### src/include/ps_pkg.sv
package ps_pkg;

   // address and word widths
   localparam int PC_W      = 12;
   localparam int INSTR_W   = 16;
   localparam int ROM_WORDS = 3072;
   localparam int PHASES    = 4;

   // return stack
   localparam int STACK_DEPTH = 6;
   localparam int LEVEL_W     = 3;

   // start-up wait, counted in system clock periods
   localparam int SST_TSYS       = 1024;
   localparam int CLK_PER_TSYS   = 1;
   localparam int SST_CYCLES     = SST_TSYS * CLK_PER_TSYS;

   // fixed program addresses
   localparam logic [11:0] RESET_VEC = 12'h000;
   localparam logic [11:0] EXT_VEC   = 12'h004;
   localparam logic [11:0] TMR_VEC   = 12'h008;

   // one-hot phase after reset
   localparam logic [3:0] PHASE_FIRST = 4'h1;

   // register indices; byte address is four times the index
   localparam logic [5:0] REG_PCL_IDX  = 6'h06;
   localparam logic [5:0] REG_CTRL_IDX = 6'h20;
   localparam logic [5:0] REG_STAT_IDX = 6'h21;

   // control register fields
   localparam int         CTRL_MASTER = 0;
   localparam int         CTRL_EXT_EN = 1;
   localparam int         CTRL_TMR_EN = 2;
   localparam int         CTRL_W      = 3;
   localparam logic [2:0] CTRL_RST    = 3'h0;

   // status register fields
   localparam int STAT_LEVEL_LO = 0;
   localparam int STAT_EXT_PEND = 3;
   localparam int STAT_TMR_PEND = 4;
   localparam int STAT_RUNNING  = 5;
   localparam int STAT_FULL     = 6;

   // instruction encodings seen by the sequencer
   localparam logic [3:0]  OP_CALL    = 4'h2;
   localparam logic [3:0]  OP_JMP     = 4'h3;
   localparam logic [15:0] INSTR_RET  = 16'h0003;
   localparam logic [15:0] INSTR_RETI = 16'h0004;

   // sequencer run states
   typedef enum logic [1:0] {PS_START, PS_RUN, PS_HALT} ps_state_t;

endpackage : ps_pkg

### src/hdl/ps_return_stack.sv
`timescale 1ns/1ps
// return address stack, index zero is the empty top after reset
module ps_return_stack #(
   parameter int DEPTH   = ps_pkg::STACK_DEPTH,
   parameter int WIDTH   = ps_pkg::PC_W,
   parameter int LEVEL_W = ps_pkg::LEVEL_W
) (
   // clock and reset
   input  wire logic               i_clk,
   input  wire logic               i_rst_n,
   // stack operations
   input  wire logic               i_push,
   input  wire logic               i_pop,
   input  wire logic [WIDTH-1:0]   i_data,
   output logic      [WIDTH-1:0]   o_top,
   output logic                    o_full,
   output logic      [LEVEL_W-1:0] o_level
);

   logic [WIDTH-1:0]   mem_q [DEPTH];
   logic [LEVEL_W-1:0] return_stack_index_q;
   logic               do_push;
   logic               do_pop;
   logic [LEVEL_W-1:0] top_idx;

   // pushes on a full stack and pops on an empty one are dropped
   assign o_full  = (return_stack_index_q == LEVEL_W'(DEPTH));
   assign do_push = i_push & ~o_full;
   assign do_pop  = i_pop & (return_stack_index_q != '0) & ~i_push;
   assign top_idx = return_stack_index_q - LEVEL_W'(1);
   assign o_top   = mem_q[top_idx];
   assign o_level = return_stack_index_q;

   // stack index, cleared to the top on reset
   always_ff @(posedge i_clk or negedge i_rst_n) begin
      if (!i_rst_n) begin
         return_stack_index_q <= '0; // [RL18]
      end else if (do_push) begin
         return_stack_index_q <= return_stack_index_q + LEVEL_W'(1);
      end else if (do_pop) begin
         return_stack_index_q <= top_idx;
      end
   end

   // storage, written at the current index on a push
   always_ff @(posedge i_clk) begin
      if (do_push) begin
         mem_q[return_stack_index_q] <= i_data; // [RL17]
      end
   end

endmodule : ps_return_stack

### src/hdl/ps_sequencer.sv
// The Avalon-MM slave port was left to the implementer.
`timescale 1ns/1ps
// Notes on behaviour
// RL1 - four non-overlapping phases from the system clock
// RL2 - one instruction cycle is four clocks
// RL3 - fetch next word while executing current
// RL4 - counter changes cost two cycles with dummy
// RL5 - program counter is twelve bits wide
// RL6 - counter advances by one after each fetch
// RL7 - true skip drops next word, resumes plus two
// RL8 - low byte register at 06H, page jump
// RL9 - jump, call, return load all twelve bits
// RL10 - reset starts execution at address 000H
// RL11 - enabled external edge vectors to 004H
// RL12 - select pin picks rising or falling edge
// RL13 - enabled timer overflow vectors to 008H
// RL14 - program memory holds 3072 sixteen-bit words
// RL15 - wait 1024 clocks after power-up or wake
// RL16 - six stack levels, no vector when full
// RL17 - call and interrupt push, return pops
// RL18 - reset sets stack index to the top
// RL19 - external request wins, timer stays pending
// RL20 - vectoring only at boundary, call timing
module ps_sequencer #(
   parameter int SST_CYCLES  = ps_pkg::SST_CYCLES,
   parameter int STACK_DEPTH = ps_pkg::STACK_DEPTH,
   parameter int ROM_WORDS   = ps_pkg::ROM_WORDS
) (
   // clock and reset
   input  wire logic        i_clk,
   input  wire logic        i_reset_n,
   // program memory
   output logic      [11:0] o_rom_addr,
   input  wire logic [15:0] i_rom_data,
   // execute unit
   output logic      [15:0] o_instr,
   output logic             o_instr_valid,
   output logic      [3:0]  o_phase,
   input  wire logic        i_skip_true,
   input  wire logic        i_halt,
   // events
   input  wire logic        i_ext_irq_pin,
   input  wire logic        i_irq_edge_select_pin,
   input  wire logic        i_timer_ovf,
   input  wire logic        i_wake,
   output logic             o_running,
   // register bus, Avalon-MM slave
   input  wire logic [7:0]  i_avs_address,
   input  wire logic        i_avs_read,
   input  wire logic        i_avs_write,
   input  wire logic [31:0] i_avs_writedata,
   input  wire logic [3:0]  i_avs_byteenable,
   output logic      [31:0] o_avs_readdata,
   output logic             o_avs_waitrequest
);

   localparam int CNT_W = $clog2(SST_CYCLES + 1);
   localparam int PC_W  = ps_pkg::PC_W;
   localparam int LV_W  = ps_pkg::LEVEL_W;

   // reset synchroniser
   logic rst_meta_q;
   logic rst_n;

   // sequencer state
   ps_pkg::ps_state_t state_q;
   ps_pkg::ps_state_t state_d;
   logic [CNT_W-1:0]  sst_cnt_q;
   logic [CNT_W-1:0]  sst_cnt_d;
   logic              run_q;
   logic [3:0]        phase_q;
   logic [3:0]        phase_d;

   // pipeline
   logic [PC_W-1:0]   instr_address_counter_q;
   logic [PC_W-1:0]   instr_address_counter_d;
   logic [PC_W-1:0]   exec_addr_q;
   logic [15:0]       instr_q;
   logic              valid_q;
   logic              valid_d;

   // interrupt requests and control
   logic              ext_prev_q;
   logic              ext_pend_q;
   logic              tmr_pend_q;
   logic [2:0]        ctrl_q;
   logic [2:0]        ctrl_d;

   // low byte write held until the instruction boundary
   logic              pcl_pend_q;
   logic [7:0]        pcl_data_q;

   // bus
   logic              wait_q;
   logic [31:0]       rdata_q;

   // reset release through two flip-flops
   always_ff @(posedge i_clk or negedge i_reset_n) begin
      if (!i_reset_n) begin
         rst_meta_q <= 1'b0;
         rst_n      <= 1'b0;
      end else begin
         rst_meta_q <= 1'b1;
         rst_n      <= rst_meta_q;
      end
   end

   // instruction decode of the word being executed
   wire [3:0] op_field = instr_q[15:12];
   wire       boundary = run_q & phase_q[3];
   wire       is_jmp   = valid_q & (op_field == ps_pkg::OP_JMP);
   wire       is_call  = valid_q & (op_field == ps_pkg::OP_CALL);
   wire       is_reti  = valid_q & (instr_q == ps_pkg::INSTR_RETI);
   wire       is_ret   = valid_q & ((instr_q == ps_pkg::INSTR_RET) |
                                    is_reti);
   wire       is_skip  = valid_q & i_skip_true;
   wire       is_halt  = valid_q & i_halt;

   // bus decode
   wire [5:0] bus_idx   = i_avs_address[7:2];
   wire       bus_req   = i_avs_read | i_avs_write;
   wire       bus_start = bus_req & wait_q;
   wire       wr_fire   = i_avs_write & ~wait_q & i_avs_byteenable[0];
   wire       wr_pcl    = wr_fire & (bus_idx == ps_pkg::REG_PCL_IDX);
   wire       wr_ctrl   = wr_fire & (bus_idx == ps_pkg::REG_CTRL_IDX);

   // instructions that move the counter themselves
   wire       ctl_move  = is_jmp | is_call | is_ret | is_skip;

   // short jump replaces the low byte, keeps the page bits; a bus write
   // that meets a moving instruction waits for the next boundary
   wire       pcl_go    = boundary & (pcl_pend_q | wr_pcl) & ~ctl_move;
   wire [7:0] pcl_byte  = wr_pcl ? i_avs_writedata[7:0] : pcl_data_q;

   // any instruction that moves the counter
   wire       xfer      = ctl_move | pcl_go;

   // return stack view
   wire [PC_W-1:0] stack_top;
   wire            stack_full;
   wire [LV_W-1:0] stack_level;

   // external edge, polarity chosen by the select pin
   wire ext_rise = i_ext_irq_pin & ~ext_prev_q;
   wire ext_fall = ~i_ext_irq_pin & ext_prev_q;
   wire ext_edge = i_irq_edge_select_pin ? ext_rise : ext_fall; // [RL12]

   // interrupt acceptance between instructions only
   wire irq_ok   = boundary & ~xfer & ~is_halt & ~stack_full &
                   ctrl_q[ps_pkg::CTRL_MASTER]; // [RL16] [RL20]
   wire take_ext = irq_ok & ext_pend_q &
                   ctrl_q[ps_pkg::CTRL_EXT_EN]; // [RL11]
   wire take_tmr = irq_ok & tmr_pend_q & ~take_ext &
                   ctrl_q[ps_pkg::CTRL_TMR_EN]; // [RL13] [RL19]
   wire take_irq = take_ext | take_tmr;

   // stack traffic; the pushed address is the word now being fetched
   wire do_push  = boundary & (is_call | take_irq); // [RL17]
   wire do_pop   = boundary & is_ret; // [RL17]

   // read data selection
   wire [31:0] stat_word = {25'h0000000, stack_full, run_q, tmr_pend_q,
                            ext_pend_q, stack_level};
   wire [31:0] rd_mux =
      (bus_idx == ps_pkg::REG_PCL_IDX)  ? {24'h000000, exec_addr_q[7:0]} :
      (bus_idx == ps_pkg::REG_CTRL_IDX) ? {29'h00000000, ctrl_q} :
      (bus_idx == ps_pkg::REG_STAT_IDX) ? stat_word : 32'h00000000;

   // next program counter
   always_comb begin
      instr_address_counter_d = instr_address_counter_q;
      if (boundary) begin
         if (take_ext) begin
            instr_address_counter_d = ps_pkg::EXT_VEC; // [RL11]
         end else if (take_tmr) begin
            instr_address_counter_d = ps_pkg::TMR_VEC; // [RL13]
         end else if (is_ret) begin
            instr_address_counter_d = stack_top; // [RL9]
         end else if (is_jmp | is_call) begin
            instr_address_counter_d = instr_q[PC_W-1:0]; // [RL9]
         end else if (pcl_go) begin
            instr_address_counter_d = {exec_addr_q[11:8], pcl_byte}; // [RL8]
         end else begin
            // a skip also just steps on: the dropped word gives plus two
            instr_address_counter_d = instr_address_counter_q +
                                      PC_W'(1); // [RL6] [RL7]
         end
      end
   end

   // a moved counter turns the prefetched word into a dummy cycle
   assign valid_d = boundary ? ~(xfer | take_irq) : valid_q; // [RL4] [RL7]

   // run state: start-up wait, running, halted
   always_comb begin
      state_d   = state_q;
      sst_cnt_d = sst_cnt_q;
      unique case (state_q)
         ps_pkg::PS_START: begin
            if (sst_cnt_q == CNT_W'(SST_CYCLES - 1)) begin
               state_d = ps_pkg::PS_RUN; // [RL15]
            end else begin
               sst_cnt_d = sst_cnt_q + CNT_W'(1);
            end
         end
         ps_pkg::PS_RUN: begin
            if (boundary & is_halt) begin
               state_d = ps_pkg::PS_HALT;
            end
         end
         ps_pkg::PS_HALT: begin
            if (i_wake) begin
               state_d   = ps_pkg::PS_START; // [RL15]
               sst_cnt_d = '0;
            end
         end
      endcase
   end

   // phases rotate only while running, one instruction per turn
   assign phase_d = (state_d != ps_pkg::PS_RUN) ? ps_pkg::PHASE_FIRST :
                    ~run_q ? ps_pkg::PHASE_FIRST :
                    {phase_q[2:0], phase_q[3]}; // [RL1] [RL2]

   // control register: ack clears master enable, return from interrupt re-enables, plain return does not
   always_comb begin
      ctrl_d = ctrl_q;
      if (wr_ctrl) begin
         ctrl_d = i_avs_writedata[2:0];
      end
      if (take_irq) begin
         ctrl_d[ps_pkg::CTRL_MASTER] = 1'b0;
      end else if (boundary & is_reti) begin
         ctrl_d[ps_pkg::CTRL_MASTER] = 1'b1;
      end
   end

   // state, counter and phase registers
   always_ff @(posedge i_clk or negedge rst_n) begin
      if (!rst_n) begin
         state_q   <= ps_pkg::PS_START;
         sst_cnt_q <= '0;
         run_q     <= 1'b0;
         phase_q   <= ps_pkg::PHASE_FIRST;
      end else begin
         state_q   <= state_d;
         sst_cnt_q <= sst_cnt_d;
         run_q     <= (state_d == ps_pkg::PS_RUN);
         phase_q   <= phase_d;
      end
   end

   // fetch at each boundary while the previous word executes
   always_ff @(posedge i_clk or negedge rst_n) begin
      if (!rst_n) begin
         instr_address_counter_q <= ps_pkg::RESET_VEC; // [RL10] [RL5]
         exec_addr_q             <= ps_pkg::RESET_VEC;
         instr_q                 <= 16'h0000;
         valid_q                 <= 1'b0;
      end else begin
         instr_address_counter_q <= instr_address_counter_d;
         valid_q                 <= valid_d;
         if (boundary) begin
            instr_q     <= i_rom_data; // [RL3] [RL14]
            exec_addr_q <= instr_address_counter_q;
         end
      end
   end

   // request flags: a new event beats the clear of the same cycle
   always_ff @(posedge i_clk or negedge rst_n) begin
      if (!rst_n) begin
         ext_prev_q <= 1'b0;
         ext_pend_q <= 1'b0;
         tmr_pend_q <= 1'b0;
         ctrl_q     <= ps_pkg::CTRL_RST;
      end else begin
         ext_prev_q <= i_ext_irq_pin;
         ext_pend_q <= ext_edge | (ext_pend_q & ~take_ext);
         tmr_pend_q <= i_timer_ovf | (tmr_pend_q & ~take_tmr); // [RL19]
         ctrl_q     <= ctrl_d;
      end
   end

   // low byte write waits for the end of the current instruction
   always_ff @(posedge i_clk or negedge rst_n) begin
      if (!rst_n) begin
         pcl_pend_q <= 1'b0;
         pcl_data_q <= 8'h00;
      end else begin
         pcl_pend_q <= (pcl_pend_q | wr_pcl) & ~pcl_go; // [RL8]
         pcl_data_q <= pcl_byte;
      end
   end

   // bus slave: one wait cycle, then a single cycle with waitrequest low
   always_ff @(posedge i_clk or negedge rst_n) begin
      if (!rst_n) begin
         wait_q  <= 1'b1;
         rdata_q <= 32'h00000000;
      end else begin
         wait_q <= ~bus_start;
         if (bus_start & i_avs_read) begin
            rdata_q <= rd_mux;
         end
      end
   end

   // return address stack
   ps_return_stack #(
      .DEPTH   (STACK_DEPTH),
      .WIDTH   (PC_W),
      .LEVEL_W (LV_W)
   ) u_stack (
      .i_clk   (i_clk),
      .i_rst_n (rst_n),
      .i_push  (do_push),
      .i_pop   (do_pop),
      .i_data  (instr_address_counter_q),
      .o_top   (stack_top),
      .o_full  (stack_full),
      .o_level (stack_level)
   );

   // outputs, all straight from flip-flops
   assign o_rom_addr        = instr_address_counter_q;
   assign o_instr           = instr_q;
   assign o_instr_valid     = valid_q;
   assign o_phase           = phase_q;
   assign o_running         = run_q;
   assign o_avs_readdata    = rdata_q;
   assign o_avs_waitrequest = wait_q;

endmodule : ps_sequencer

### config.mk
export PLATFORM = sky130hd
export DESIGN_NAME = ps_sequencer
export DESIGN_NICKNAME = d
export VERILOG_FILES = /design/src/include/ps_pkg.sv /design/src/hdl/ps_return_stack.sv /design/src/hdl/ps_sequencer.sv
export SDC_FILE = /design/constraint.sdc
export NUM_CORES = 1
export LEC_CHECK = 0
export ABC_AREA = 1
export BUFFER_PORTS_ARGS = -buffer_cell sky130_fd_sc_hd__buf_2
export CAP_MARGIN = 20
export CORE_MARGIN = 8
export CORE_UTILIZATION = 35
export CTS_CLUSTER_DIAMETER = 30
export DETAILED_ROUTE_END_ITERATION = 10
export PLACE_DENSITY = 0.6
export SYNTH_ARGS = -nofsm -noshare
export SYNTH_HDL_FRONTEND = slang
export SYNTH_HIERARCHICAL = 1
export SYNTH_SLANG_ARGS = --single-unit
export TNS_END_PERCENT = 30
### constraint.sdc
create_clock -name i_clk -period 3.4 [get_ports i_clk]
set_input_delay 0.17 -clock i_clk [delete_from_list [all_inputs] [get_ports i_clk]]
set_output_delay 0.17 -clock i_clk [all_outputs]
set_load 0.01 [all_outputs]
== Word-level counts from Yosys, hierarchy flattened ==
Memory sizes are Yosys's and may differ from the RTL's.
Index checks and enable logic that the tools add are counted.

* Register bits: 112
* Latch bits: 0
* Bits in writable memories: 72
* Memory bits (read-only): 0
* Input port bits: 70
* Output and inout bits: 67
* Logic and storage cells: 133
* Memories kept: 1

* Add/sub/neg operators: 4
* Multiply operators: 0
* Divide/modulo/power cells: 0
* $lt $le $gt $ge: 0
* Eq/ne operators: 15
* Shifts and indexed selects: 0
* Multiplexer cells: 26
* Bitwise gates (word level): 61
* Reductions and logical operators: 6

{| class="wikitable"
|+ Memory list
! memory !! depth !! width !! read ports !! clocked after memory_dff !! wr ports !! line !! source
|-
| u_stack.mem_q || 6 || 12 || 1 || 0 || 1 || ps_return_stack.sv:20 || <nowiki>logic [WIDTH-1:0] mem_q [DEPTH];</nowiki>
|}

{| class="wikitable"
|+ Operators with widths
! cell !! count
|-
| two-way mux 12 bit || 5
|-
| bitwise AND 1 bit || 36
|-
| two-way mux 11 bit || 2
|-
| case mux 11 bit (2 select lines) || 1
|-
| == test 16 x 2 -> 1 bit, second input constant || 1
|-
| == test 16 x 3 -> 1 bit, second input constant || 1
|-
| two-way mux 8 bit || 2
|-
| two-way mux 7 bit || 2
|-
| NOT 1 bit || 13
|-
| adder 12 x 1 -> 12 bit, second input constant || 1
|-
| == test 6 bit, second input constant || 2
|-
| OR 1 bit || 12
|-
| adder 11 x 1 -> 11 bit, second input constant || 1
|-
| == test 11 x 10 -> 1 bit, second input constant || 1
|-
| == test 4 x 2 -> 1 bit, second input constant || 2
|-
| two-way mux 4 bit || 2
|-
| == test 6 x 3 -> 1 bit, second input constant || 1
|-
| two-way mux 1 bit || 6
|-
| two-way mux 2 bit || 3
|-
| two-way mux 3 bit || 2
|-
| case mux 2 bit (3 select lines) || 1
|-
| nonzero test 3 bit || 2
|-
| == test 2 x 1 -> 1 bit, second input constant || 2
|-
| inequality test 2 bit, second input constant || 2
|-
| other kinds (8) || 9
|}

== Logic depth before layout (Yosys ltp) ==
Gate-level depths: netlist (run 1).

* Word-level depth: 26
* Mapped depth: 18
* Depth with buffers taken out: 16

== Cells and area by module ==
Netlist (run 1), hierarchy kept.

{| class="wikitable"
|+ By module, submodules not included
! module !! instances !! cells each !! area an instance (um^2) !! seq. area each (um^2)
|-
| ps_sequencer || 1 || 632 || 4703.3 || 2129.5
|-
| ps_return_stack || 1 || 334 || 3329.4 || 2237.1
|}

== Worst setup path before layout (run 1) ==
OpenSTA, ideal clock, no wires.

* Path type: register to register
* Start: register u_stack.return_stack_index_q[0] (netlist: u_stack/o_level[0])
* End: memory u_stack/mem_q[4][0] (netlist bit), enable pin
* Library setup time: 396 ps
* Data arrival time: 3085 ps
* Data required time: 3004 ps
* Setup slack: -81 ps
* Stages on the path, launching flop included: 16
* Path buffers: 2
* Clock period less this slack: 3481 ps
* Cell sequence: dfrtp_1 -> clkbuf_1 -> inv_1 -> buf_2 -> ha_1 -> nand2_1 -> inv_1 -> nor2_1 -> nand2_1 -> inv_1 -> nand4_2 -> a21oi_1 -> inv_1 -> a21oi_1 -> nand2_2 -> nor3_1

* Longest elaborated chain between the ends: 15
* Elaborated cells on any way between the ends: 16
* Those cells by class: eq/ne (1); mux (2); bitwise (13)

{| class="wikitable"
|+ Ends and longest elaborated chain
! element !! line !! source
|-
| start, declared || ps_return_stack.sv:21 || <nowiki>logic [LEVEL_W-1:0] return_stack_index_q;</nowiki>
|-
| start signal, assigned || ps_return_stack.sv:39 || <nowiki>return_stack_index_q <= return_stack_index_q + LEVEL_W'(1);</nowiki>
|-
| start signal, assigned || ps_return_stack.sv:41 || <nowiki>return_stack_index_q <= top_idx;</nowiki>
|-
| == test 3 bit (*) || ps_return_stack.sv:27 || <nowiki>assign o_full = (return_stack_index_q == LEVEL_W'(DEPTH));</nowiki>
|-
| net stack_full || ps_sequencer.sv:140 || <nowiki>wire stack_full;</nowiki>
|-
| NOT 1 bit (*) || ps_sequencer.sv:149 || <nowiki>wire irq_ok = boundary & ~xfer & ~is_halt & ~stack_full &</nowiki>
|-
| bitwise AND 1 bit (*) (2 in series) || ps_sequencer.sv:149 ||
|-
| bitwise AND 1 bit (2 in series) || ps_sequencer.sv:151 || <nowiki>wire take_ext = irq_ok & ext_pend_q &</nowiki>
|-
| NOT 1 bit || ps_sequencer.sv:153 || <nowiki>wire take_tmr = irq_ok & tmr_pend_q & ~take_ext &</nowiki>
|-
| bitwise AND 1 bit (2 in series) || ps_sequencer.sv:153 ||
|-
| OR 1 bit (*) || ps_sequencer.sv:155 || <nowiki>wire take_irq = take_ext | take_tmr;</nowiki>
|-
| OR 1 bit (*) || ps_sequencer.sv:158 || <nowiki>wire do_push = boundary & (is_call | take_irq);</nowiki>
|-
| bitwise AND 1 bit (*) || ps_sequencer.sv:158 ||
|-
| net do_push || ps_sequencer.sv:158 ||
|-
| bitwise AND 1 bit (*) || ps_return_stack.sv:28 || <nowiki>assign do_push = i_push & ~o_full;</nowiki>
|-
| two-way mux 1 bit (*) || ps_return_stack.sv:47 || <nowiki>if (do_push) begin</nowiki>
|-
| two-way mux 1 bit (not written as such) (*) || ps_return_stack.sv:48 || <nowiki>mem_q[return_stack_index_q] <= i_data;</nowiki>
|-
| end, declared || ps_return_stack.sv:20 ||
|}

Mark *: on every way through the listed nets, which the timed path passes. The rest lies on a longest branch.

== Final worst setup path (run 1) ==
* Start: register u_stack.return_stack_index_q[1] (netlist: u_stack/o_level[1])
* End: memory u_stack/mem_q[5][4] (netlist bit), enable pin

Same word-level chain as after synthesis.

==> results of run 1 <==
-- worst max-delay path: cells and delay by family, from the launching register on --
kind	cells	cell delay, ns
AO/OA/AOI/OAI	2	0.66
adder cells (fa/ha/maj)	1	0.21
flip-flops	1	0.46
AND/OR/NAND/NOR	6	0.91
buffers and inverters	4	0.46
-- layer usage --
metal / track usage, % / part of all wire [%] / vias up
li1: - / - / 3239
met1: 19.6 / 47 / 2991
met2: 23.0 / 46 / 147
met3: 3.69 / 5.6 / 28
met4: 4.81 / 1.8 / 4
met5: 0 / 0.11 / -
-- stage by stage --
| stage | util (%) | area [um2] | power [W] | TNS, ns | setup WS [ns] |
|---|---|---|---|---|---|
| 4_1_cts | 42.4 | 9570 | 0.00469 | 0 | 0.396 |
| 2_1_floorplan | - | 8120 | 0.00254 | -5.85 | -0.0813 |
| 5_1_grt | 42.4 | 9570 | 0.00485 | 0 | 0.00642 |
| 3_5_place_dp | 38.6 | 8710 | 0.00269 | 0 | 0.398 |
| 6_report | 42.4 | 9570 | 0.00465 | 0 | 0.407 |
| 3_3_place_gp | 38.6 | 8710 | 0.00268 | 0 | 0.508 |
-- layout make-up --
cell class	instances	area (um2)	area share (%)
Clock buffer	17	425	4.44
Clock inverter	15	186	1.95
Inverter	141	529	5.53
Multi-Input combinational cell	634	2900	30.3
Sequential cell	160	4370	45.7
Tap cell	285	357	3.73
Timing Repair Buffer	126	801	8.37
-- layout by cell type, fill, tap and decap left out, types with 3 or more instances in the layout --
master	instances
or2_2	7
nor2_2	7
o21ai_0	36
inv_8	6
conb_1	25
nand4_1	23
xor2_1	11
clkinv_8	3
nand3_1	64
inv_2	6
dlygate4sd3_1	25
ha_1	9
inv_1	135
clkbuf_16	17
nor2_1	47
nand2_2	4
inv_6	3
a21oi_1	31
buf_4	18
nand2_1	337
dfrtp_1	85
buf_2	83
nor3_1	10
o21ai_1	6
edfxtp_1	72
-- where the power goes --
| group | switching (W) | internal (W) | leakage (nW) |
|---|---|---|---|
| sequential | 0.000118 | 0.00213 | 1.66 |
| combinational | 0.000256 | 0.000171 | 2.74 |
| clock | 0.000909 | 0.00106 | 0.302 |
-- registers in the layout, indices dropped and copies added (netlist names), 4 cells and up --
name,count
exec_addr_q,12
o_avs_readdata,8
o_instr,16
o_phase,4
o_rom_addr,12
pcl_data_q,8
sst_cnt_q,11
u_stack/mem_q,72
-- worst max path at each step --
stage / from / to / cells past startpoint
floorplan: u_stack/o_level[0] / u_stack/mem_q[4][0] / 15
global placement: u_stack/o_level[1] / u_stack/mem_q[2][8] / 13
detailed placement: u_stack/o_level[1] / u_stack/mem_q[3][0] / 13
CTS: u_stack/o_level[1] / u_stack/mem_q[3][8] / 13
global route: u_stack/o_level[1] / u_stack/mem_q[0][0] / 13
finish: u_stack/o_level[1] / u_stack/mem_q[5][4] / 13
-- cell families (layout without fill, tap and decap cells) --
| family | after synthesis | in the layout | synth area share, % |
|---|---|---|---|
| simple gates | 505 | 505 | 26.6 |
| buf+inv | 195 | 299 | 10.6 |
| flops | 160 | 160 | 54.4 |
| compound gates | 82 | 82 | 5.44 |
| xor+xnor | 13 | 13 | 1.51 |
| fa+ha+maj | 9 | 9 | 1.40 |
| other cells | 2 | 25 | 0.0935 |
==> out/summary.txt, run 1 <==
Cells along the critical path: ha_1, nand2_1, inv_1, nor2_1, nand2_1, inv_1, nand4_2, a21oi_1, inv_1, a21oi_1, nand2_2, nor3_1, buf_4
PwrDens: 485 mW/mm2
Synth top area share: 26.9%
Root Buffer: clkbuf_16
Top Ports: 137
Final hold viol count: 0
DRT iter0 DRCs: 457
Clock-pin slew on the worst setup and hold paths: 0.07 ns
Worst R2R End: u_stack/mem_q[5][4]
Pin count of the biggest net entering global routing: 44
YS warnings: 6
Number of buffers created by CTS: 17
Minimum clock period after layout: 2.99 ns
Distinct cell type count after synthesis: 39
Fin nets: 1159
Setup bufs post-CTS: 0
Ant diodes: 0
Fin crit share: 88.0%
Hold endpoint: ctrl_q[0]
Via/cell ratio: 4.65
Critical path's slowest cell: dfrtp_1
Die W: 167 um
CP Capture Type: register
CP Launch Type: register
Status: complete, no violations
First-pass GRT wire length: 33100 um
P_leak: 4.69 nW
Worst Min Path Start: i_avs_writedata[0]
CTS tree: done
DPL Wire Length: 14100 um
Placed Cells: 1321
Starting Density: 35.6%
Bufs on Longest Clock Path: 2
# clock sinks: 160
Area leader, netlist: edfxtp_1
Final wirelength: 20100 um
Start of the worst register-to-register path: u_stack/o_level[1]
Hold_buf cts: 25
Gr usage total: 14.7%
Finished Layout Cells: 1378
Vias: 6409
Sequential-to-total area share from yosys stat: 54.4%
RePlAce Congestion: 0.854
Filler instances: 2271
Hold crit path type: in -> reg
Rows: 55
Share of layout cells above drive strength 1: 15.2%
Slew at the pin closest to its max-slew limit: 0.573 ns
Top-count cell post-synth: nand2_1
Max_cap viols: 0
Slowest cell delay on critical path: 0.46 ns
Synthesis-to-layout area growth: 19.2%
Grt ovf: 0
Seq cells post-synth: 160
Floorplan core area: 0.0226 mm2
Peak VDD IR: 344 uV
Full die area: 0.0281 mm2
Antenna-violating nets left: 0
Max Slew Vio Count: 0
Crit path kind: reg -> reg
Synthesized area per cell: 8.32 um2
Gate Count Post-Synth: 966
Cell Area, Synth: 0.00803 mm2
CTS-repair resized insts: 0
TritonRoute pass-1 iters: 9
Post-synth ARST share: 55.0%
Worst reg-to-reg setup slack: 0.41 ns
Ys flop type: dfrtp_1
Vias in the first global route: 6357
Synth cell count leaders: nand2_1 (337), inv_1 (135), dfrtp_1 (86), edfxtp_1 (72), nand3_1 (64)
Number of port buffers: 83
H-tree levels: 4
Worst EP arrival: 3.12 ns
R2r worst-path depth: 13
Slew margin rel.: 61.8%
Initial antenna violation count: 2
Final setup vio count: 0
WP data required: 3.53 ns
Post-synth EDFFs: 72
Die H: 167 um
Clock latency at the later pin of the worst-skew pair: 0.44 ns
Hold path cells: 3
Top cells by area, synth: edfxtp_1 (27%), dfrtp_1 (27%), nand2_1 (16%), inv_1 (6.3%), nand3_1 (4.0%)
Final Hold Slack: 0.0285 ns
Critical path's most frequent cell: inv_1
DRC viols: 0
Crit-path max FO: 12
Unrepaired setup endpoints after global routing: no
WL per Instance: 14.6 um
Max Fclk: 0.334 GHz
Clk_skew: 0.0123 ns
Note: power is estimated with default switching activity, not from simulation.
==> run 2: changes to the inputs <==
RECOVER_POWER = 100   (was not set)
==> out/summary.txt, run 2 (synthesis results as in run 1) <==
DRT iter0 DRCs: 442 (-3.3%)
Vias: 6420 (+0.17%)
Footprint of the multi-input gates: 0.00288 mm2 (-0.73%)
First-pass GRT wire length: 33100 um (unchanged)
CTS tree: done
Die W: 167 um (unchanged)
Clock latency at the later pin of the worst-skew pair: 0.44 ns (about the same)
Bufs on Longest Clock Path: 2 (unchanged)
Fin crit share: 88.5% (+0.50 points)
Setup bufs post-CTS: 0 (unchanged)
Max_cap viols: 0 (unchanged)
Final hold viol count: 0 (unchanged)
Minimum clock period after layout: 3.01 ns (+0.0171 ns)
Reg with most FFs: u_stack/mem_q
Full die area: 0.0281 mm2 (unchanged)
Floorplan core area: 0.0226 mm2 (unchanged)
Unrepaired setup endpoints after global routing: no
Max Fclk: 0.332 GHz (-0.57%)
CP Launch Point: u_stack/o_level[1]
Synthesis-to-layout area growth: 17.9%
CP endpoint: u_stack/mem_q[1][9]
Sequential Area: 0.00437 mm2 (about the same)
Rows: 55 (unchanged)
R2r worst-path depth: 13 (unchanged)
PwrDens: 489 mW/mm2 (+0.76%)
CP Capture Type: register
Max Slew Vio Count: 0 (unchanged)
TritonRoute pass-1 iters: 5 (-4)
Peak VDD IR: 344 uV (-0.10%)
Final instance area: 0.00947 mm2 (-1.0%)
Status: complete, no violations
Placed Area: 0.00871 mm2 (unchanged)
DPL Wire Length: 14100 um (unchanged)
CP Launch Type: register
Crit path kind: reg -> reg
Pin count of the biggest net entering global routing: 44 (unchanged)
Worst R2R End: u_stack/mem_q[1][9]
Slew margin rel.: 5.02% (-57 points)
Vias in the first global route: 6357 (unchanged)
Most frequent cells in the layout: nand2_1 (339), inv_1 (137), dfrtp_1 (86), edfxtp_1 (72), nand3_1 (65)
Number of buffers created by CTS: 17 (unchanged)
Finished Core Util: 42.0% (-0.44 points)
Placed Cells: 1321 (unchanged)
Final wirelength: 20100 um (-0.15%)
WP data required: 3.51 ns (-0.02 ns)
Hold crit path type: in -> reg
P_leak: 4.54 nW (-3.3%)
Initial antenna violation count: 2 (unchanged)
Number of port buffers: 83 (unchanged)
Starting Density: 35.6% (unchanged)
Die H: 167 um (unchanged)
Antenna-violating nets left: 0 (unchanged)
WL per Instance: 14.6 um (-0.15%)
Final setup vio count: 0 (unchanged)
Via/cell ratio: 4.66 (+0.17%)
Ant diodes: 0 (unchanged)
Most common cell after layout, fill and taps aside: nand2_1
Slew at the pin closest to its max-slew limit: 1.42 ns (+0.851 ns)
DRC viols: 0 (unchanged)
Worst EP arrival: 3.13 ns (about the same)
Top Ports: 137 (unchanged)
Root Buffer: clkbuf_16
Filler instances: 2304 (+1.5%)
Share of layout cells above drive strength 1: 9.79% (-5.4 points)
Clock-pin slew on the worst setup and hold paths: 0.07 ns (about the same)
# clock sinks: 160 (unchanged)
Largest register FFs: 72 (unchanged)
Start of the worst register-to-register path: u_stack/o_level[1]
Clk_skew: 0.0107 ns (-0.00159 ns)
Fin nets: 1159 (unchanged)
Crit-path max FO: 12 (unchanged)
H-tree levels: 4 (unchanged)
Gr usage total: 14.7% (unchanged)
RePlAce Congestion: 0.854 (unchanged)
Worst reg-to-reg setup slack: 0.39 ns (-0.02 ns)
Grt ovf: 0 (unchanged)
Finished Layout Cells: 1378 (unchanged)
==> run 2: how the worst min path moves through the flow <==
stage	start	to	slack (ns)	cells after the start
after floorplan	i_reset_n	rst_meta_q	-0.13	0
after global placement	i_reset_n	rst_meta_q	-0.04	1
after detailed placement	i_reset_n	rst_meta_q	-0.04	1
after CTS	i_avs_writedata[0]	ctrl_q[0]	0.01	3
after global routing	i_avs_writedata[0]	ctrl_q[0]	0.04	3
final	i_avs_writedata[0]	ctrl_q[0]	0.03	3
==> run 2: repair_timing <==
action / CTS / global route
resized for setup: 0 / 0
hold endpoints to repair: 25 / 0
setup endpoints to repair: 0 / 0
hold buffers: 25 / 0
==> run 2: routing by layer <==
metal	share of wire [%]	GRT usage (%)	vias to the layer above
met1	46	19.6	2996
met3	5.4	3.69	29
li1	-	-	3243
met4	1.8	4.81	4
met2	46	23.0	148
met5	0.11	0	-
==> run 2: power by group <==
part	total [W]	switching, W	internal (W)
logic	0.000416	0.000255	0.000161
registers	0.00225	0.000118	0.00213
clock network	0.00197	0.000908	0.00106
==> run 2: layout make-up <==
cell class              count  share of cell area, %
clock buffers              17                   4.49
clock inverters            15                   1.97
inverters                 141                   5.59
multi-input cells         634                   30.4
flip-flops and latches    160                   46.1
well taps                 285                   3.76
repair buffers            126                   7.66
==> run 2: per-stage QoR <==
| step | hold WS, ns | setup slack (ns) | total power (W) | setup TNS, ns |
|---|---|---|---|---|
| final | 0.0266 | 0.390 | 0.00463 | 0 |
| after detailed placement | -0.0441 | 0.398 | 0.00269 | 0 |
| after CTS | 0.0108 | 0.396 | 0.00469 | 0 |
| after floorplan | -0.126 | -0.0813 | 0.00254 | -5.85 |
| after global placement | -0.0442 | 0.508 | 0.00268 | 0 |
| after global routing | 0.0358 | 0.00628 | 0.00484 | 0 |
==> run 2: critical path, cell delays in order, from the launching register on <==
cell,delay (ns)
dfrtp_1,0.45
ha_1,0.21
nand2_1,0.15
inv_1,0.08
nor2_1,0.14
nand2_1,0.07
inv_1,0.06
nand4_2,0.15
a21oi_1,0.27
inv_1,0.07
a21oi_1,0.37
nand2_2,0.20
nor3_1,0.16
buf_2,0.31
